<file path="src/lfp_pkg.sv">
// Package: register map, field positions, reset values and constants of the laser supervisor
package lfp_pkg;
	// ----------------------------------------
	// Register word offsets (byte addresses)
	// ----------------------------------------
	localparam logic [7:0] ADDR_STATUS    = 8'h00;
	localparam logic [7:0] ADDR_PWE       = 8'h04;
	localparam logic [7:0] ADDR_SETPOINT  = 8'h08;
	localparam logic [7:0] ADDR_CONTROL   = 8'h0C;
	localparam logic [7:0] ADDR_TRIP      = 8'h10;
	localparam logic [7:0] ADDR_PW        = 8'h14;
	localparam logic [7:0] ADDR_DAC       = 8'h18;
	localparam logic [7:0] ADDR_MEAS      = 8'h1C;
	// ----------------------------------------
	// Control word fields
	// ----------------------------------------
	localparam int CTL_HALT  = 0;
	localparam int CTL_HB_EN = 4;
	localparam int CTL_LP_EN = 5;
	localparam int CTL_HP_EN = 6;
	// ----------------------------------------
	// Trip word fields
	// ----------------------------------------
	localparam int TRIP_HP_LSB = 0;
	localparam int TRIP_LP_LSB = 8;
	localparam int TRIP_HB_LSB = 16;
	// ----------------------------------------
	// Status word fields
	// ----------------------------------------
	localparam int ST_HB_AL   = 0;
	localparam int ST_LP_AL   = 1;
	localparam int ST_HP_AL   = 2;
	localparam int ST_POA     = 3;
	localparam int ST_HB_SD   = 4;
	localparam int ST_LP_SD   = 5;
	localparam int ST_HP_SD   = 6;
	localparam int ST_SD      = 7;
	localparam int ST_UNLOCK  = 8;
	// ----------------------------------------
	// Reset values and widths
	// ----------------------------------------
	localparam logic [31:0] PWE_RESET  = 32'hFFFFFFFF;
	localparam logic [31:0] PW_RESET   = 32'h00000000;
	localparam logic [7:0]  SET_RESET  = 8'h00;
	localparam logic [7:0]  CTL_RESET  = 8'h00;
	localparam logic [2:0]  TRIP_OFF   = 3'h0;
	localparam logic [7:0]  HB_OFF     = 8'h00;
	localparam int          BIAS_W     = 18;
	localparam int          MOD_W      = 12;
	localparam int          MEAS_W     = 16;
	// Setpoint: 1.525uA*gain*(code+32); one unit of scaled current is 1.525uA
	localparam logic [5:0]  SET_OFFSET = 6'h20;
	// Trip ratios in 1/100 of setpoint, index by code (0,1 unused)
	localparam logic [7:0] HP_RATIO [8] = '{8'h00, 8'h00, 8'h82, 8'h8F, 8'h9C, 8'hA9, 8'hB6, 8'hC3};
	localparam logic [7:0] LP_RATIO [8] = '{8'h00, 8'h00, 8'h51, 8'h4C, 8'h36, 8'h29, 8'h1C, 8'h0E};
	localparam logic [6:0] PCT_DIV    = 7'h64;
	// Slew tiers: error percent thresholds and step sizes
	localparam logic [7:0] TIER_BIG   = 8'h0A;
	localparam logic [7:0] TIER_MID   = 8'h03;
	localparam logic [3:0] STEP_BIG   = 4'h8;
	localparam logic [3:0] STEP_MID   = 4'h2;
	localparam logic [3:0] STEP_SML   = 4'h1;
	localparam logic [3:0] IVL_BIG    = 4'h1;
	localparam logic [3:0] IVL_MID    = 4'h3;
	localparam logic [3:0] IVL_SML    = 4'h7;
	// Modulation code difference tiers
	localparam logic [11:0] MOD_BIG   = 12'h040;
	localparam logic [11:0] MOD_MID   = 12'h008;
	// Synchroniser agreement
	localparam int SYNC_W = 3;
	typedef enum logic [1:0] {
		TIER_IDLE = 2'b00,
		TIER_SML  = 2'b01,
		TIER_MD   = 2'b11,
		TIER_BG   = 2'b10
	} lfp_tier_t;
endpackage : lfp_pkg

</file>
<file path="src/lfp_top.sv">
// Laser fault supervision, slew control and password protection with Avalon-MM registers
//
// Contract
// - Tiered update interval and step during convergence
// - Power loop tier from percent error
// - Modulation tier from code difference only
// - Tiers sized to avoid overshoot
// - Three trips: level, disable, shutdown enable
// - Ignore bus below digital power level
// - Below analog level: outputs off, fault
// - Power trips 3-bit, zero disables
// - Disabled power trip never raises alarm
// - Shutdown enable clear: fault only
// - High power codes map 1.30..1.95
// - Low power codes map 0.81..0.14
// - High bias 8-bit, 8.2uA step
// - Zero bias threshold suppresses alarm
// - Bias shutdown enable clear: fault only
// - Unlock only when entry equals password
// - Locked: only entry word writable
// - Password reads zero unless unlocked
// - Entry returns to ones on analog low
// - DAC read needs unlock and halt
// - Setpoint from gain and code plus 32
//
// Our own choices: the Avalon-MM interface to the registers and the register addresses.
`timescale 1ns/1ps
module lfp_top
	import lfp_pkg::*;
#(
	parameter int SET_W = 16
) (
	input  wire logic                CLK_SYS_IN,
	input  wire logic                ARST_N_IN,
	input  wire logic [7:0]          AVS_ADDRESS_IN,
	input  wire logic                AVS_READ_IN,
	input  wire logic                AVS_WRITE_IN,
	input  wire logic [31:0]         AVS_WRITEDATA_IN,
	input  wire logic [3:0]          AVS_BYTEENABLE_IN,
	output logic      [31:0]         AVS_READDATA_OUT,
	output logic                     AVS_WAITREQUEST_OUT,
	input  wire logic                DIGITAL_POWER_OK_LEVEL_IN,
	input  wire logic                ANALOG_POWER_OK_LEVEL_IN,
	input  wire logic [MEAS_W-1:0]   MONITOR_DIODE_INPUT_IN,
	input  wire logic [MOD_W-1:0]    MOD_TARGET_IN,
	output logic      [BIAS_W-1:0]   BIAS_CURRENT_OUTPUT_OUT,
	output logic      [MOD_W-1:0]    MODULATION_CURRENT_OUTPUT_OUT,
	output logic                     TX_FAULT_OUT
);
	// ----------------------------------------
	// Supply level synchronisers
	// ----------------------------------------
	logic [SYNC_W-1:0] pod_sync_q;
	logic [SYNC_W-1:0] poa_sync_q;
	logic              pod_ok_q;
	logic              poa_ok_q;
	always_ff @(posedge CLK_SYS_IN or negedge ARST_N_IN) begin
		if (!ARST_N_IN) begin
			pod_sync_q <= '0;
			poa_sync_q <= '0;
			pod_ok_q   <= 1'b0;
			poa_ok_q   <= 1'b0;
		end else begin
			pod_sync_q <= {pod_sync_q[SYNC_W-2:0], DIGITAL_POWER_OK_LEVEL_IN};
			poa_sync_q <= {poa_sync_q[SYNC_W-2:0], ANALOG_POWER_OK_LEVEL_IN};
			if (pod_sync_q[1] == pod_sync_q[2])
				pod_ok_q <= pod_sync_q[2];
			if (poa_sync_q[1] == poa_sync_q[2])
				poa_ok_q <= poa_sync_q[2];
		end
	end
	// ----------------------------------------
	// Registers
	// ----------------------------------------
	logic [31:0]       pwe_q;
	logic [31:0]       pw_q;
	logic [7:0]        set_q;
	logic [7:0]        ctl_q;
	logic [2:0]        hp_code_q;
	logic [2:0]        lp_code_q;
	logic [7:0]        hb_code_q;
	logic              unlock;
	logic              acc_q;
	logic              wr_go;
	logic              rd_go;
	assign unlock = (pwe_q == pw_q);
	assign wr_go = AVS_WRITE_IN && pod_ok_q && acc_q;
	assign rd_go = AVS_READ_IN && !acc_q;
	function automatic logic [31:0] lfp_merge(input logic [31:0] old, input logic [31:0] nw,
	                                         input logic [3:0] be);
		logic [31:0] r;
		r = old;
		for (int i = 0; i < 4; i++) begin
			if (be[i])
				r[i*8 +: 8] = nw[i*8 +: 8];
		end
		return r;
	endfunction : lfp_merge
	logic [31:0] wmerge_trip;
	assign wmerge_trip = lfp_merge({8'h00, hb_code_q, 5'h00, lp_code_q, 5'h00, hp_code_q},
	                               AVS_WRITEDATA_IN, AVS_BYTEENABLE_IN);
	always_ff @(posedge CLK_SYS_IN or negedge ARST_N_IN) begin
		if (!ARST_N_IN) begin
			pwe_q <= PWE_RESET;
		end else if (!poa_ok_q) begin
			pwe_q <= PWE_RESET;
		end else if (wr_go && AVS_ADDRESS_IN == ADDR_PWE) begin
			pwe_q <= lfp_merge(pwe_q, AVS_WRITEDATA_IN, AVS_BYTEENABLE_IN);
		end
	end
	always_ff @(posedge CLK_SYS_IN or negedge ARST_N_IN) begin
		if (!ARST_N_IN) begin
			pw_q      <= PW_RESET;
			set_q     <= SET_RESET;
			ctl_q     <= CTL_RESET;
			hp_code_q <= TRIP_OFF;
			lp_code_q <= TRIP_OFF;
			hb_code_q <= HB_OFF;
		end else if (wr_go && unlock) begin
			case (AVS_ADDRESS_IN)
				ADDR_PW: pw_q <= lfp_merge(pw_q, AVS_WRITEDATA_IN, AVS_BYTEENABLE_IN);
				ADDR_SETPOINT: if (AVS_BYTEENABLE_IN[0]) set_q <= AVS_WRITEDATA_IN[7:0];
				ADDR_CONTROL: if (AVS_BYTEENABLE_IN[0]) ctl_q <= AVS_WRITEDATA_IN[7:0];
				ADDR_TRIP: begin
					hp_code_q <= wmerge_trip[TRIP_HP_LSB +: 3];
					lp_code_q <= wmerge_trip[TRIP_LP_LSB +: 3];
					hb_code_q <= wmerge_trip[TRIP_HB_LSB +: 8];
				end
				default: ;
			endcase
		end
	end
	// ----------------------------------------
	// Setpoint and trip levels
	// ----------------------------------------
	logic [SET_W-1:0] setpoint;
	logic [4:0]       gain_sh;
	always_comb begin
		gain_sh = set_q[7] ? 5'h4 : {3'b000, set_q[6:5]};
		setpoint = SET_W'({5'b00000, set_q[4:0]} + {4'b0000, SET_OFFSET}) << gain_sh;
	end
	logic [SET_W+7:0] meas_pct;
	logic [SET_W+7:0] hp_lvl;
	logic [SET_W+7:0] lp_lvl;
	logic [SET_W+7:0] bias_x;
	logic [SET_W+7:0] hb_lvl;
	assign hp_lvl   = (SET_W+8)'(setpoint) * (SET_W+8)'(HP_RATIO[hp_code_q]);
	assign lp_lvl   = (SET_W+8)'(setpoint) * (SET_W+8)'(LP_RATIO[lp_code_q]);
	assign meas_pct = (SET_W+8)'(MONITOR_DIODE_INPUT_IN) * (SET_W+8)'(PCT_DIV);
	assign bias_x   = (SET_W+8)'(BIAS_CURRENT_OUTPUT_OUT[BIAS_W-1:BIAS_W-8]);
	assign hb_lvl   = (SET_W+8)'(hb_code_q);
	// ----------------------------------------
	// Quick trip alarms and shutdown
	// ----------------------------------------
	logic hp_al_q;
	logic lp_al_q;
	logic hb_al_q;
	logic hp_sd_q;
	logic lp_sd_q;
	logic hb_sd_q;
	logic hp_hit;
	logic lp_hit;
	logic hb_hit;
	assign hp_hit = (hp_code_q > 3'h1) && (meas_pct > hp_lvl);
	assign lp_hit = (lp_code_q > 3'h1) && (meas_pct < lp_lvl);
	assign hb_hit = (hb_code_q != HB_OFF) && (bias_x > hb_lvl);
	always_ff @(posedge CLK_SYS_IN or negedge ARST_N_IN) begin
		if (!ARST_N_IN) begin
			hp_al_q <= 1'b0;
			lp_al_q <= 1'b0;
			hb_al_q <= 1'b0;
		end else begin
			hp_al_q <= hp_hit && poa_ok_q;
			lp_al_q <= lp_hit && poa_ok_q;
			hb_al_q <= hb_hit && poa_ok_q;
		end
	end
	always_ff @(posedge CLK_SYS_IN or negedge ARST_N_IN) begin
		if (!ARST_N_IN) begin
			hp_sd_q <= 1'b0;
			lp_sd_q <= 1'b0;
			hb_sd_q <= 1'b0;
		end else begin
			hp_sd_q <= hp_sd_q | (hp_al_q & ctl_q[CTL_HP_EN]);
			lp_sd_q <= lp_sd_q | (lp_al_q & ctl_q[CTL_LP_EN]);
			hb_sd_q <= hb_sd_q | (hb_al_q & ctl_q[CTL_HB_EN]);
		end
	end
	logic sd_all;
	assign sd_all = hp_sd_q | lp_sd_q | hb_sd_q;
	always_ff @(posedge CLK_SYS_IN or negedge ARST_N_IN) begin
		if (!ARST_N_IN)
			TX_FAULT_OUT <= 1'b1;
		else
			TX_FAULT_OUT <= !poa_ok_q | hp_al_q | lp_al_q | hb_al_q | sd_all;
	end
	// ----------------------------------------
	// Convergence slew control
	// ----------------------------------------
	lfp_tier_t    apc_tier;
	lfp_tier_t    mod_tier;
	logic [3:0]   apc_cnt_q;
	logic [3:0]   mod_cnt_q;
	logic [BIAS_W-1:0] bias_q;
	logic [MOD_W-1:0]  mod_q;
	logic [SET_W+7:0] set_pct;
	logic [SET_W+7:0] err_abs;
	logic [MOD_W-1:0] mdiff;
	logic             apc_up;
	logic             mod_up;
	assign set_pct = (SET_W+8)'(setpoint) * (SET_W+8)'(PCT_DIV);
	assign apc_up  = meas_pct < set_pct;
	assign err_abs = apc_up ? set_pct - meas_pct : meas_pct - set_pct;
	always_comb begin
		if (err_abs == '0)
			apc_tier = TIER_IDLE;
		else if (err_abs > (SET_W+8)'(setpoint) * (SET_W+8)'(TIER_BIG))
			apc_tier = TIER_BG;
		else if (err_abs > (SET_W+8)'(setpoint) * (SET_W+8)'(TIER_MID))
			apc_tier = TIER_MD;
		else
			apc_tier = TIER_SML;
	end
	assign mod_up = mod_q < MOD_TARGET_IN;
	assign mdiff  = mod_up ? MOD_TARGET_IN - mod_q : mod_q - MOD_TARGET_IN;
	always_comb begin
		if (mdiff == '0)
			mod_tier = TIER_IDLE;
		else if (mdiff > MOD_BIG)
			mod_tier = TIER_BG;
		else if (mdiff > MOD_MID)
			mod_tier = TIER_MD;
		else
			mod_tier = TIER_SML;
	end
	function automatic logic [3:0] lfp_step(input lfp_tier_t t);
		case (t)
			TIER_BG: return STEP_BIG;
			TIER_MD: return STEP_MID;
			TIER_SML: return STEP_SML;
			default: return 4'h0;
		endcase
	endfunction : lfp_step
	function automatic logic [3:0] lfp_ivl(input lfp_tier_t t);
		case (t)
			TIER_BG: return IVL_BIG;
			TIER_MD: return IVL_MID;
			default: return IVL_SML;
		endcase
	endfunction : lfp_ivl
	logic [3:0] mstep;
	assign mstep = (MOD_W'(lfp_step(mod_tier)) > mdiff) ? mdiff[3:0] : lfp_step(mod_tier);
	always_ff @(posedge CLK_SYS_IN or negedge ARST_N_IN) begin
		if (!ARST_N_IN) begin
			apc_cnt_q <= 4'h0;
			bias_q    <= '0;
		end else if (!poa_ok_q || ctl_q[CTL_HALT]) begin
			apc_cnt_q <= 4'h0;
		end else if (apc_cnt_q >= lfp_ivl(apc_tier)) begin
			apc_cnt_q <= 4'h0;
			if (apc_up && bias_q <= {BIAS_W{1'b1}} - BIAS_W'(lfp_step(apc_tier)))
				bias_q <= bias_q + BIAS_W'(lfp_step(apc_tier));
			else if (!apc_up && bias_q >= BIAS_W'(lfp_step(apc_tier)))
				bias_q <= bias_q - BIAS_W'(lfp_step(apc_tier));
		end else begin
			apc_cnt_q <= apc_cnt_q + 4'h1;
		end
	end
	always_ff @(posedge CLK_SYS_IN or negedge ARST_N_IN) begin
		if (!ARST_N_IN) begin
			mod_cnt_q <= 4'h0;
			mod_q     <= '0;
		end else if (!poa_ok_q || ctl_q[CTL_HALT]) begin
			mod_cnt_q <= 4'h0;
		end else if (mod_cnt_q >= lfp_ivl(mod_tier)) begin
			mod_cnt_q <= 4'h0;
			mod_q     <= mod_up ? mod_q + MOD_W'(mstep) : mod_q - MOD_W'(mstep);
		end else begin
			mod_cnt_q <= mod_cnt_q + 4'h1;
		end
	end
	always_ff @(posedge CLK_SYS_IN or negedge ARST_N_IN) begin
		if (!ARST_N_IN) begin
			BIAS_CURRENT_OUTPUT_OUT       <= '0;
			MODULATION_CURRENT_OUTPUT_OUT <= '0;
		end else if (!poa_ok_q || sd_all) begin
			BIAS_CURRENT_OUTPUT_OUT       <= '0;
			MODULATION_CURRENT_OUTPUT_OUT <= '0;
		end else begin
			BIAS_CURRENT_OUTPUT_OUT       <= bias_q;
			MODULATION_CURRENT_OUTPUT_OUT <= mod_q;
		end
	end
	// ----------------------------------------
	// Bus answer
	// ----------------------------------------
	logic [31:0] rdata;
	logic [31:0] status;
	assign status = {23'h0, unlock, sd_all, hp_sd_q, lp_sd_q, hb_sd_q, !poa_ok_q,
	                 hp_al_q, lp_al_q, hb_al_q};
	always_comb begin
		rdata = 32'h0;
		case (AVS_ADDRESS_IN)
			ADDR_STATUS:   rdata = status;
			ADDR_PWE:      rdata = pwe_q;
			ADDR_SETPOINT: rdata = {24'h0, set_q};
			ADDR_CONTROL:  rdata = {24'h0, ctl_q};
			ADDR_TRIP:     rdata = {8'h0, hb_code_q, 5'h0, lp_code_q, 5'h0, hp_code_q};
			ADDR_PW:       rdata = unlock ? pw_q : 32'h0;
			ADDR_DAC:      rdata = (unlock && ctl_q[CTL_HALT]) ?
			                       {2'b00, mod_q, bias_q} : 32'h0;
			ADDR_MEAS:     rdata = {16'h0, setpoint};
			default:       rdata = 32'h0;
		endcase
	end
	// One wait cycle, then answer
	always_ff @(posedge CLK_SYS_IN or negedge ARST_N_IN) begin
		if (!ARST_N_IN) begin
			acc_q               <= 1'b0;
			AVS_WAITREQUEST_OUT <= 1'b1;
			AVS_READDATA_OUT    <= 32'h0;
		end else begin
			acc_q               <= (AVS_READ_IN || AVS_WRITE_IN) && !acc_q;
			AVS_WAITREQUEST_OUT <= !((AVS_READ_IN || AVS_WRITE_IN) && !acc_q);
			if (rd_go)
				AVS_READDATA_OUT <= pod_ok_q ? rdata : 32'h0;
		end
	end
endmodule : lfp_top

</file>
<file path="config.mk">
export PLATFORM = sky130hd
export DESIGN_NAME = lfp_top
export DESIGN_NICKNAME = d
export VERILOG_FILES = /design/src/lfp_pkg.sv /design/src/lfp_top.sv
export SDC_FILE = /design/constraint.sdc
export NUM_CORES = 1
export LEC_CHECK = 0
export BUFFER_PORTS_ARGS = -buffer_cell sky130_fd_sc_hd__buf_4
export CORE_MARGIN = 10
export CORE_UTILIZATION = 58
export CTS_CLUSTER_SIZE = 40
export DETAILED_ROUTE_END_ITERATION = 12
export GPL_TIMING_DRIVEN = 0
export PLACE_DENSITY = 0.79
export RECOVER_POWER = 25
export SLEW_MARGIN = 20
export SYNTH_ARGS = -nofsm -noshare
export SYNTH_HDL_FRONTEND = slang
export SYNTH_SLANG_ARGS = --single-unit
</file>
<file path="constraint.sdc">
create_clock -name CLK_SYS_IN -period 10.2 [get_ports CLK_SYS_IN]
set_input_delay 0.51 -clock CLK_SYS_IN [delete_from_list [all_inputs] [get_ports CLK_SYS_IN]]
set_output_delay 0.51 -clock CLK_SYS_IN [all_outputs]
set_load 0.02 [all_outputs]
</file>
==> results by stage, run 1 <==
Yosys:
- The synthesized netlist contains 99 unique library cells.
- In this run, synthesis inferred 0 flip-flops with an integrated enable.
- The sequential cell area fraction in the yosys report is 0.209.
- In the synthesized netlist the dominant register cell turns out to be dfrtp_1.
- The mapped cell area is 0.0255 sq mm.
- In this run, synthesis produced a sequential element count of 211.
- The count of mapped cells out of synthesis is 2,899.
- During synthesis, Yosys emitted a total of 0 warnings.
- The per-instance average area after synthesis is 8.78 sq um.
- The share of flip-flops with an asynchronous set or reset after synthesis is 1.00.

STA:
- The max-slew violation count is 95.
- Of the available clock period, the critical path in the final layout requires 1.00.
- Once routing completed, OpenROAD measured the worst setup slack at -0.0113 ns.
- The headroom to the max-slew limit is -2.34.
- The worst path in the final design needs a cycle of 10.21 ns, including I/O delays and setup.
- The worst hold slack after final layout is 0.130 ns.
- Setup repair after global routing could not meet its margin everywhere.
- The final setup skew is 0.0180 ns.
- The count of endpoints failing hold in the final timing report is 0.
- The final count of negative-setup-slack endpoints is 2.
- The maximum clock frequency is 97.9 MHz.
- For the pin with the worst max-slew slack, the measured transition is 5.01 ns.

Drt:
- The routed length per instance is 19.3 um.
- The total vias in the final route is 22,600.
- In this run, the number of DRC markers left after iteration 0 of detailed routing was 2,296.
- The final antenna-violating net count is 0.
- In the routed design, unresolved DRC markers number 0.
- The pre-antenna-repair detailed-routing pass consisted of 7 iterations.
- The routed design has 73.8 mm of wire.
- The per-cell via count in the routed design is 5.91.

Run:
- The max capacitance violation total is 1.

Die:
- From left edge to right edge, the die measures 229 um.
- The initial cell density of the core is 0.588.
- The area enclosed by the die boundary is 0.0527 sq mm.
- In this run the vertical extent of the chip is 229 um.
- The placeable core area is 0.0433 sq mm.
- The initialized floorplan defines 76 standard-cell rows.
- During I/O placement, the number of pins put on the boundary was 142.

Cells and area:
- The final-stage net count is 3,840.
- Compared with the post-synthesis result, the final layout area differs by 16.4%.
- Of the cells placed in the final design, the portion with a size suffix greater than 1 is 0.157.
- The library cell used most frequently in the layout, excluding fill and tap cells, is inv_1.
- Excluding fillers, the count of instances in the completed layout stands at 3,819.
- Measured on the finished design, the core utilization comes to 0.685.
- The library cells used most frequently in the layout, excluding fill and tap cells, are 385 x inv_1, 377 x ha_1, 268 x nand2_1, 216 x buf_4, 178 x nor2_1.

Setup path:
- The startpoint type of the worst setup path is a flop.
- The kind of end point of the critical path is a flop.
- On the worst path, the slowest cell contributes a delay of 0.53 ns.
- In this run the worst path has a maximum fanout of 8.
- The required time of the critical path is 10.57 ns.
- The critical setup path kind is reg -> reg.
- The slowest stage of the critical path is the fa_1 cell.
- Data on the critical path arrives at its endpoint at 10.59 ns.

Clock network:
- The cell at the root of the clock tree is clkbuf_16.
- The number of clock sinks seen by CTS is 211.
- The clock insertion delay at the later pin of the skew report is 0.52 ns.
- The CTS H-tree depth is 1.
- TritonCTS built the clock tree.
- Counting along the longest clock path gives a buffer depth of 3.
- Clock-pin slew was measured on the worst setup and hold paths at 0.07 ns.
- TritonCTS created 21 clock buffers.

Global routing:
- The total congestion overflow after global routing is 0.
- For this run, the total global-route usage over all layers was measured as 0.267.
- The via count of the first global-routing pass is 22,400.
- The number of antenna violations at the first check in global routing is 5.
- The first global-routing pass estimated 116 mm of wire.
- The maximum number of pins on one net before global-route repair is 100.

Power and ir drop:
- The cell-internal power is 2.97 mW.
- The share of total power dissipated in the clock network is 0.143.
- Summed over all cells, the static leakage comes to 15.3 nW.
- The analysis attributes to net switching a power of 2.64 mW.
- The part of the power in registers is 0.186.
- The portion of total power attributed to combinational logic is 0.670.
- The worst-case IR drop observed on VDD is 155 uV.
- In this run the power density over the cells is 189 mW/mm^2.
- The overall power consumption is 5.61 mW.
- The net switching fraction of the power is 0.470.

Status:
- The final reports fail on max-capacitance violations, max-slew violations, negative setup slack.
- The flow ran to the end, but the final reports show violations.

Min path:
- The worst hold path belongs to the class in -> reg.

Placed design:
- The final estimated routing congestion in global placement is 0.975.
- The placed wire-length estimate is 57.9 mm.
- Once placement completed, the tool counted placed cells totaling 3,698.
- The port buffer count is 139.
state kept, by name (all words and copies together), names as in the netlist, 4 cells and up:
signal	cells
ctl_q	8
bias_q	18
mod_cnt_q	4
set_q	8
AVS_READDATA_OUT	32
hb_code_q	8
MODULATION_CURRENT_OUTPUT_OUT	12
mod_q	12
apc_cnt_q	4
pw_q	32
BIAS_CURRENT_OUTPUT_OUT	18
pwe_q	32
power by group through the flow:
| stage | Sequential [mW] | Combinational, mW | Clock [mW] |
|---|---|---|---|
| floorplan | 1.04 | 2.40 | 0 |
| global placement | 1.05 | 3.12 | 0 |
| detailed placement | 1.06 | 3.23 | 0 |
| CTS | 1.04 | 3.44 | 0.804 |
| global route | 1.05 | 4.14 | 0.832 |
| finish | 1.04 | 3.76 | 0.803 |
cell usage after synthesis, types with 17 or more instances:
library cell,number,area share
o21a_1,28,0.0083
and3_1,60,0.015
mux2i_1,18,0.0071
a22oi_1,17,0.0050
a21o_1,68,0.020
fa_1,159,0.13
nand4_1,34,0.0084
mux2_2,52,0.023
nand2_1,270,0.040
nor2_1,185,0.027
o211ai_1,17,0.0050
inv_1,390,0.058
clkbuf_1,76,0.011
a222oi_1,22,0.0087
nor3_1,25,0.0049
ha_1,387,0.19
o21ai_0,115,0.023
dfstp_2,34,0.035
dfrtp_1,177,0.17
nor2b_1,34,0.0084
nand3_1,80,0.016
o21bai_1,33,0.0097
a211oi_1,20,0.0059
xnor2_1,99,0.034
a21oi_1,152,0.030
xor2_1,56,0.019
nand2b_1,45,0.011
stage by stage:
| stage | instance area, sq um | worst slack (ns) | setup TNS [ns] |
|---|---|---|---|
| 2_1_floorplan | 25700 | 0.0455 | 0 |
| 3_3_place_gp | 27500 | -2.24 | -40.87 |
| 3_5_place_dp | 27700 | -2.35 | -43.28 |
| 4_1_cts | 28900 | 0.0126 | 0 |
| 5_1_grt | 29600 | -0.431 | -6.74 |
| 6_report | 29600 | -0.0113 | -0.0169 |
routing by layer:
metal | wire (um) | global-route usage | part of all wire | vias up
met4 | 4010 | 0.133 | 0.054 | 2
li1 | - | - | - | 10500
met5 | 10 | 0 | 0.00014 | -
met3 | 5390 | 0.0354 | 0.073 | 238
met1 | 29600 | 0.331 | 0.40 | 10800
met2 | 34800 | 0.450 | 0.47 | 992
final timing paths:
check / from / end / cells after the start / slack, ns
min in group asynchronous: ARST_N_IN / BIAS_CURRENT_OUTPUT_OUT[3]$_DFF_PN0_ / 2 / 0.72
setup reg to reg: set_q[6]$_DFFE_PN0P_ / bias_q[11]$_DFFE_PN0P_ / 53 / -0.01
max in group asynchronous: ARST_N_IN / AVS_READDATA_OUT[31]$_DFFE_PN0P_ / 3 / 4.17
hold reg to reg: pod_sync_q[0]$_DFF_PN0_ / pod_sync_q[1]$_DFF_PN0_ / 0 / 0.35
setup / recovery: set_q[6]$_DFFE_PN0P_ / bias_q[11]$_DFFE_PN0P_ / 53 / -0.01
hold / removal: DIGITAL_POWER_OK_LEVEL_IN / pod_sync_q[0]$_DFF_PN0_ / 1 / 0.13
area by class of cell:
cell class	instances	area (sq um)
diodes	4	10.0
plain buffers	88	424
clock buffers	32	617
clock inverters	5	77.6
fillers	3368	13600
inverters	396	1510
multi-input cells	2267	19100
flip-flops and latches	211	5330
well taps	585	732
repair buffers	231	1810
timing repair:
action	in CTS	in global routing
pin swaps	27	48
hold endpoints to repair	19	0
gates resized for setup	59	86
setup buffers	38	48
setup endpoints to repair	22	19
hold buffers	1	0
cells by family (layout without fill, tap and decap cells):
family,after synthesis,count (layout),share of synthesized area
simple gates,814,814,0.154
compound gates,607,607,0.162
fa+ha+maj,549,549,0.317
buf+inv,491,752,0.0740
flops,211,211,0.209
xor+xnor,155,155,0.0533
mux,70,70,0.0301
other cells,2,76,0.000295
worst max-delay path, delay by kind of cell, from the launching register on:
family          cells  cell delay, ns
mux                 2            0.45
fa+ha+maj           7            2.30
simple gates       12            1.97
buf+inv            11            1.45
compound gates     18            2.93
xor+xnor            3            0.50
flops               1            0.43
(Power assumes the default switching activity.)
==> run 2, diff against run 1 <==
--- a/config.mk
+++ b/config.mk
@@ -7,12 +7,11 @@
 export LEC_CHECK = 0
 export BUFFER_PORTS_ARGS = -buffer_cell sky130_fd_sc_hd__buf_4
 export CORE_MARGIN = 10
-export CORE_UTILIZATION = 58
+export CORE_UTILIZATION = 34
 export CTS_CLUSTER_SIZE = 40
 export DETAILED_ROUTE_END_ITERATION = 12
 export GPL_TIMING_DRIVEN = 0
-export PLACE_DENSITY = 0.79
-export RECOVER_POWER = 25
+export RECOVER_POWER = 50
 export SLEW_MARGIN = 20
 export SYNTH_ARGS = -nofsm -noshare
 export SYNTH_HDL_FRONTEND = slang
==> results by stage, run 2 (synthesis gave the netlist of run 1 again) <==
Die:
- The die boundary height is 294 um.
- During I/O placement, the number of pins put on the boundary was 142.
- The initial cell density of the core is 0.342.
- The floorplan step defined a die boundary enclosing 0.0862 sq mm.
- After floorplanning, the core was divided into 100 placement rows.
- The floorplan step set the die width to 294 um.
- The total area inside the core boundary comes to 0.0743 sq mm.

Clock network:
- CTS built an H-tree with a depth of 1.
- The cell sitting at the root of the clock tree is a clkbuf_16.
- The clock insertion delay at the later pin of the skew report is 0.54 ns.
- The CTS tree is done.
- Clock tree synthesis found a total of 211 sinks.
- Counting along the longest clock path gives a buffer depth of 3.
- After clock tree synthesis, the clock-pin slew on the worst setup and hold paths is 0.06 ns.
- The number of clock buffers added by TritonCTS is 23.

Cells and area:
- The most common library cell in the layout ignoring fill and taps is inv_1.
- After filler insertion, the fill cell instance count of the layout stands at 7,449.
- Of the cells placed in the final design, the portion with a size suffix greater than 1 is 0.158.
- The final-stage net count is 3,836.
- The post-layout instance count excluding filler cells is 4,202.
- The library cells used most frequently in the layout, excluding fill and tap cells, are 382 x inv_1, 372 x ha_1, 265 x nand2_1, 195 x buf_4, 180 x nor2_1.
- Measured on the finished design, the core utilization comes to 0.407.
- The largest registers in the layout are AVS_READDATA_OUT x32, pw_q x32, pwe_q x32.
- The synthesis-to-layout area growth is 19.0%.

Power and ir drop:
- The leakage dissipation is 15.2 nW.
- Dividing total power by cell area gives a power density of 189 mW/mm^2.
- The worst supply voltage drop on vdd is 129 uV.
- The overall power consumption is 5.73 mW.

STA:
- The headroom to the max-slew limit is -2.50.
- The count of endpoints failing hold in the final timing report was 0.
- The max-slew violation count is 195.
- Setup repair after global routing could not meet its margin everywhere.
- The minimum clock period is 10.17 ns.
- For this run, the top clock speed supported by timing is 98.4 MHz.
- At the pin with the least slew margin, the transition time is 5.25 ns.
- After routing, the total negative slack on setup checks comes to 0 ns.
- Dividing the final minimum period by the clock period gives 0.997.
- The final setup skew is 0.0258 ns.
- The final count of negative-setup-slack endpoints is 0.

Placed design:
- At the end of routability-driven placement, the weighted congestion stood at 0.898.
- Once placement completed, the tool counted placed cells totaling 4,082.
- Buffers placed on the I/O ports in this run total 139.
- Detailed placement ended at an HPWL of 60.0 mm.

Setup path:
- The worst endpoint data arrival time is 10.54 ns.
- The peak per-stage delay on the critical path is 0.56 ns.
- The worst reg-to-reg path cell count is 52.
- The required time of the critical path is 10.58 ns.
- The critical path is of the reg -> reg type.
- The endpoint identified for the worst register-to-register timing path is bias_q[2]$_DFFE_PN0P_.
- Of all nets on the critical path, the largest fanout is 7.
- The worst setup path is launched from a flop.
- The launching point of the worst reg2reg path is set_q[1]$_DFFE_PN0P_.
- The most numerous cell type found on the critical path is buf_4.
- The setup slack of the worst register-to-register path is 0.03 ns.
- The worst-path cell with the longest stage delay is fa_1.
- The startpoint of the most critical setup path is set_q[1]$_DFFE_PN0P_.
- The kind of end point of the critical path is a flop.

Run:
- The max capacitance violation total is 2.

Global routing:
- Across every metal layer, demand over resource in global routing totals 0.170.
- The via count of the first global-routing pass was 21,100.
- The number of antenna violations at the first check in global routing was 5.
- The maximum number of pins on one net before global-route repair is 98.
- The first global-routing pass estimated 118 mm of wire.
- For this run the aggregate overflow at the end of global routing stands at 0.

Drt:
- The DRC violation count after routing is 0.
- The first detailed-routing pass took 7 iterations.
- The detail route stage leaves a number of antenna-violating nets equal to 0.
- Dividing the detail-routed via count by the number of cells gives 5.16.
- The routed length per instance is 18.0 um.
- The total vias in the final route is 21,700.
- The DRC violation total after the first TritonRoute iteration is 1,684.
- For this block, the routed nets add up to 75.7 mm of wire.

Min path:
- For hold timing, the worst endpoint is pod_sync_q[0]$_DFF_PN0_.
- The hold path depth is 1.
- The type of the worst min-delay path is in -> reg.
- The startpoint of the worst hold path is DIGITAL_POWER_OK_LEVEL_IN.

Status:
- The checks that failed: max-capacitance violations, max-slew violations.
- The run finished, with violations left.
## run 2: cell type report
cell class                      instances  area (sq um)  area share
Sequential cell                       211          5330       0.176
Buffer                                 88           429      0.0142
Clock inverter                          9           133     0.00438
Timing Repair Buffer                  225          1730      0.0571
Inverter                              396          1520      0.0503
Multi-Input combinational cell       2267         19200       0.636
Antenna cell                            4          10.0    0.000331
Tap cell                              969          1210      0.0400
Clock buffer                           33           673      0.0222
## run 2: worst max-delay path by stage
stage | end | slack, ns
2_1_floorplan | bias_q[11]$_DFFE_PN0P_ | 0.05
3_3_place_gp | bias_q[11]$_DFFE_PN0P_ | -2.63
3_5_place_dp | bias_q[14]$_DFFE_PN0P_ | -2.71
4_1_cts | bias_q[14]$_DFFE_PN0P_ | 0.004
5_1_grt | bias_q[6]$_DFFE_PN0P_ | -0.29
6_report | bias_q[2]$_DFFE_PN0P_ | 0.03
## run 2: power by group
part / switching, mW / internal [mW] / total [mW]
registers: 0.116 / 0.932 / 1.05
clock network: 0.359 / 0.537 / 0.896
logic: 2.20 / 1.59 / 3.79
total: 2.68 / 3.05 / 5.73
## run 2: through the flow
| stage | worst slack (ns) | hold WS, ns | area (sq um) |
|---|---|---|---|
| 2_1_floorplan | 0.0455 | 0.214 | 25700 |
| 4_1_cts | 0.00374 | 0.0630 | 29600 |
| 3_3_place_gp | -2.63 | 0.337 | 28000 |
| 3_5_place_dp | -2.71 | 0.336 | 28100 |
| 5_1_grt | -0.288 | 0.0938 | 30300 |
| 6_report | 0.0338 | 0.103 | 30300 |
## run 2: routing by layer
layer	part of all wire	global-route usage
met1	0.46	0.236
met2	0.47	0.278
met3	0.056	0.0166
met4	0.022	0.0429
met5	0.00030	0
## run 2: timing repair
action,4_1_cts,5_1_grt
buffers inserted,45,34
hold buffers,1,0
endpoints found under the setup margin,22,19
gates resized for setup,72,108
pin swaps,26,69
hold endpoints to repair,18,0
gates cloned,0,1
## run 2: worst max-delay path: cells and delay by family, from the launching register on
family,cells,cell delay [ns]
compound gates,19,3.10
xor+xnor,3,0.51
fa+ha+maj,7,2.25
buf+inv,11,1.52
flops,1,0.47
mux,2,0.42
simple gates,10,1.70
==> run 3, diff against run 2 <==
--- a/config.mk
+++ b/config.mk
@@ -5,12 +5,11 @@
 export SDC_FILE = /design/constraint.sdc
 export NUM_CORES = 1
 export LEC_CHECK = 0
-export BUFFER_PORTS_ARGS = -buffer_cell sky130_fd_sc_hd__buf_4
 export CORE_MARGIN = 10
 export CORE_UTILIZATION = 34
 export CTS_CLUSTER_SIZE = 40
 export DETAILED_ROUTE_END_ITERATION = 12
-export GPL_TIMING_DRIVEN = 0
+export DONT_BUFFER_PORTS = 1
 export RECOVER_POWER = 50
 export SLEW_MARGIN = 20
 export SYNTH_ARGS = -nofsm -noshare
==> results by stage, run 3 (synthesis gave the netlist of run 1 again) <==
Cells and area:
- The final cell area excluding filler cells is 0.0286 sq mm.
- In the layout the commonest cells are 387 x inv_1, 381 x ha_1, 268 x nand2_1, 182 x nor2_1, 174 x dfrtp_1.
- The share of the core filled with cells in the final layout is 0.385.
- The post-layout instance count excluding filler cells is 3,996.
- The final-stage net count is 3,634.
- Of the cells placed in the final design, the portion with a size suffix greater than 1 is 0.112.
- The largest registers in the layout are AVS_READDATA_OUT x32, pw_q x32, pwe_q x32.
- The number of antenna diodes in the final layout is 0.
- The synthesis-to-layout area growth is 12.3%.
- The most common library cell in the layout ignoring fill and taps is inv_1.

STA:
- The final setup skew is 0.0243 ns.
- The maximum clock frequency is 102 MHz.
- The headroom to the max-slew limit is -2.28.
- The routed design could run at a clock period as short as 9.81 ns.
- After routing, the total negative slack on setup checks comes to 0 ns.
- In the finished design, the share of the clock period the worst path needs comes to 0.962.
- The transition time of the tightest slew-check pin is 4.91 ns.
- The final worst slack is 0.388 ns.
- Setup violations remaining at the end of the flow were counted as 0.
- The count of endpoints failing hold in the final timing report came to 0.
- The max-slew violation count is 283.
- The worst hold slack after final layout is 0.0785 ns.

Clock network:
- The clock insertion delay at the later pin of the skew report is 0.54 ns.
- The maximum buffer depth of the clock tree is 3.
- The tree is rooted in a clkbuf_16.
- After clock tree synthesis, the clock-pin slew on the worst setup and hold paths is 0.07 ns.
- TritonCTS built the clock tree.
- Counting every sink on the clock net gives 211.
- The CTS H-tree depth is 1.
- The number of clock buffers added by TritonCTS is 23.

Drt:
- The per-cell via count in the routed design is 5.19.
- The total vias in the final route is 20,700.
- The DRC violation count after routing is 0.
- The final antenna-violating net count is 0.
- The number of search-and-repair iterations in the first detailed-routing pass is 8.
- The final wirelength is 73.2 mm.
- In the final routed layout, each cell accounts on average for 18.3 um.
- In this run, the number of DRC markers left after iteration 0 of detailed routing was 1,454.

Placed design:
- Once placement finished, the instance area stood at 0.0272 sq mm.
- Counting tap cells, the placed design contains a total of 3,922 instances.
- The final estimated routing congestion in global placement is 0.888.
- The port buffer count is 0.
- The worst-case setup slack after placement is -0.0815 ns.
- The placed wire-length estimate is 59.0 mm.

Die:
- The die extent in x is 294 um.
- Measured along the y axis, the die boundary spans 294 um.
- The placeable core area is 0.0743 sq mm.
- The floorplan has 100 rows.
- The die covers 0.0862 sq mm.
- The total I/O pin count is 142.
- The initial cell density of the core is 0.342.

Global routing:
- The via count of the first global-routing pass was 20,400.
- The number of antenna violations at the first check in global routing is 3.
- Entering global routing, the biggest net connects 212 pins.
- In the global route stage, met1 resource usage came out at 0.222.
- The first global-routing pass estimated 116 mm of wire.
- The total congestion overflow after global routing is 0.
- For this run, global-route usage on met3 was measured as 0.0233.
- The layer flagged by global routing as most heavily used is met2.
- For met2 alone, demand over resource in global routing was 0.279.
- The overall fraction of global-route tracks in use is 0.166.

Min path:
- The startpoint identified for the worst hold timing path is AVS_WRITEDATA_IN[27].
- The worst hold path was traced through 2 stages.
- The path class of the tightest hold or removal check is in -> reg.
- The worst hold path terminates at pwe_q[27]$_DFFE_PN1P_.

Power and ir drop:
- The overall power consumption is 5.37 mW.
- The part of the power in registers is 0.212.
- The clock share of power is 0.166.
- The share of total power dissipated in combinational logic is 0.623.
- The net switching component of the power is 2.51 mW.
- Of the total power, the share spent switching nets is 0.468.
- The worst supply voltage drop on vdd is 126 uV.
- The ratio of total power to cell area is 188 mW/mm^2.
- The internal power of the cells totals 2.86 mW.
- The leakage dissipation is 14.5 nW.

Setup path:
- The worst setup path is of the reg -> reg kind.
- The launching point of the worst reg2reg path is set_q[6]$_DFFE_PN0P_.
- The critical path's most frequent cell is o21bai_1.
- The worst reg-to-reg path cell count is 51.
- The worst reg2reg path endpoint is bias_q[17]$_DFFE_PN0P_.
- The peak per-stage delay on the critical path is 0.52 ns.
- At the worst endpoint, the arrival time is 10.21 ns.
- The largest driver fanout on the critical path is 6.
- For this design, the slowest cell found on the critical path is fa_1.
- The required time of the critical path is 10.60 ns.
- The startpoint of the most critical setup path is set_q[6]$_DFFE_PN0P_.
- The setup slack of the worst register-to-register path is 0.39 ns.
- STA classifies the critical path endpoint as a flop.
- The worst setup path is launched from a flop.

Run:
- Across the run, the number of max-cap violations was 3.

Status:
- The final reports fail on max-capacitance violations, max-slew violations.
- The flow ran to the end, but the final reports show violations.
-- run 3: cell count changes in the layout (fill, tap and decap cells not counted), sizes merged --
cell / previous run / this run
buf: 229 / 104
clkbuf: 116 / 31
clkinv: 4 / 10
diode: 4 / 0
dlygate4sd3: 1 / 3
clkinvlp: 3 / 4
inv: 395 / 394
-- run 3: timing repair --
| action | CTS | global route |
|---|---|---|
| resized for setup | 1 | 75 |
| cloned | 0 | 2 |
| setup endpoints to repair | 15 | 18 |
| hold endpoints to repair | 213 | 82 |
| pin swaps | 2 | 38 |
| buffers inserted | 2 | 23 |
| hold buffers | 3 | 1 |
-- run 3: worst max path at each step --
stage,end,slack [ns]
6_report,bias_q[17]$_DFFE_PN0P_,0.39
3_5_place_dp,bias_q[4]$_DFFE_PN0P_,-0.08
4_1_cts,bias_q[4]$_DFFE_PN0P_,0.0007
2_1_floorplan,bias_q[11]$_DFFE_PN0P_,0.05
3_3_place_gp,bias_q[4]$_DFFE_PN0P_,0.12
5_1_grt,bias_q[1]$_DFFE_PN0P_,-0.1
-- run 3: power groups by stage --
stage	clock, mW	combinational (mW)	sequential, mW
2_1_floorplan	0	2.40	1.04
3_3_place_gp	0	3.09	1.15
3_5_place_dp	0	3.11	1.15
4_1_cts	0.906	3.16	1.14
5_1_grt	0.934	3.75	1.15
6_report	0.891	3.34	1.14
-- run 3: final cells by class --
cell class | count | area, sq um
multi-input cells | 2267 | 18900
flip-flops and latches | 211 | 5330
fillers | 7537 | 45700
clock inverters | 15 | 175
inverters | 396 | 1490
clock buffers | 27 | 621
well taps | 969 | 1210
repair buffers | 111 | 876
-- run 3: worst max-delay path, delay by kind of cell, from the launching register on --
family	cells	cell delay, ns
AO/OA/AOI/OAI	23	3.61
multiplexers	2	0.52
buffers and inverters	6	0.82
AND/OR/NAND/NOR	10	1.40
adder cells (fa/ha/maj)	7	2.29
XOR/XNOR	3	0.58
flip-flops	1	0.44
-- run 3: metal layers --
layer | share of wire | vias up | wire length (um)
met5 | 0 | - | 0
met2 | 0.48 | 486 | 34800
met1 | 0.44 | 10100 | 32400
met4 | 0.021 | 0 | 1570
li1 | - | 10100 | -
met3 | 0.060 | 70 | 4380
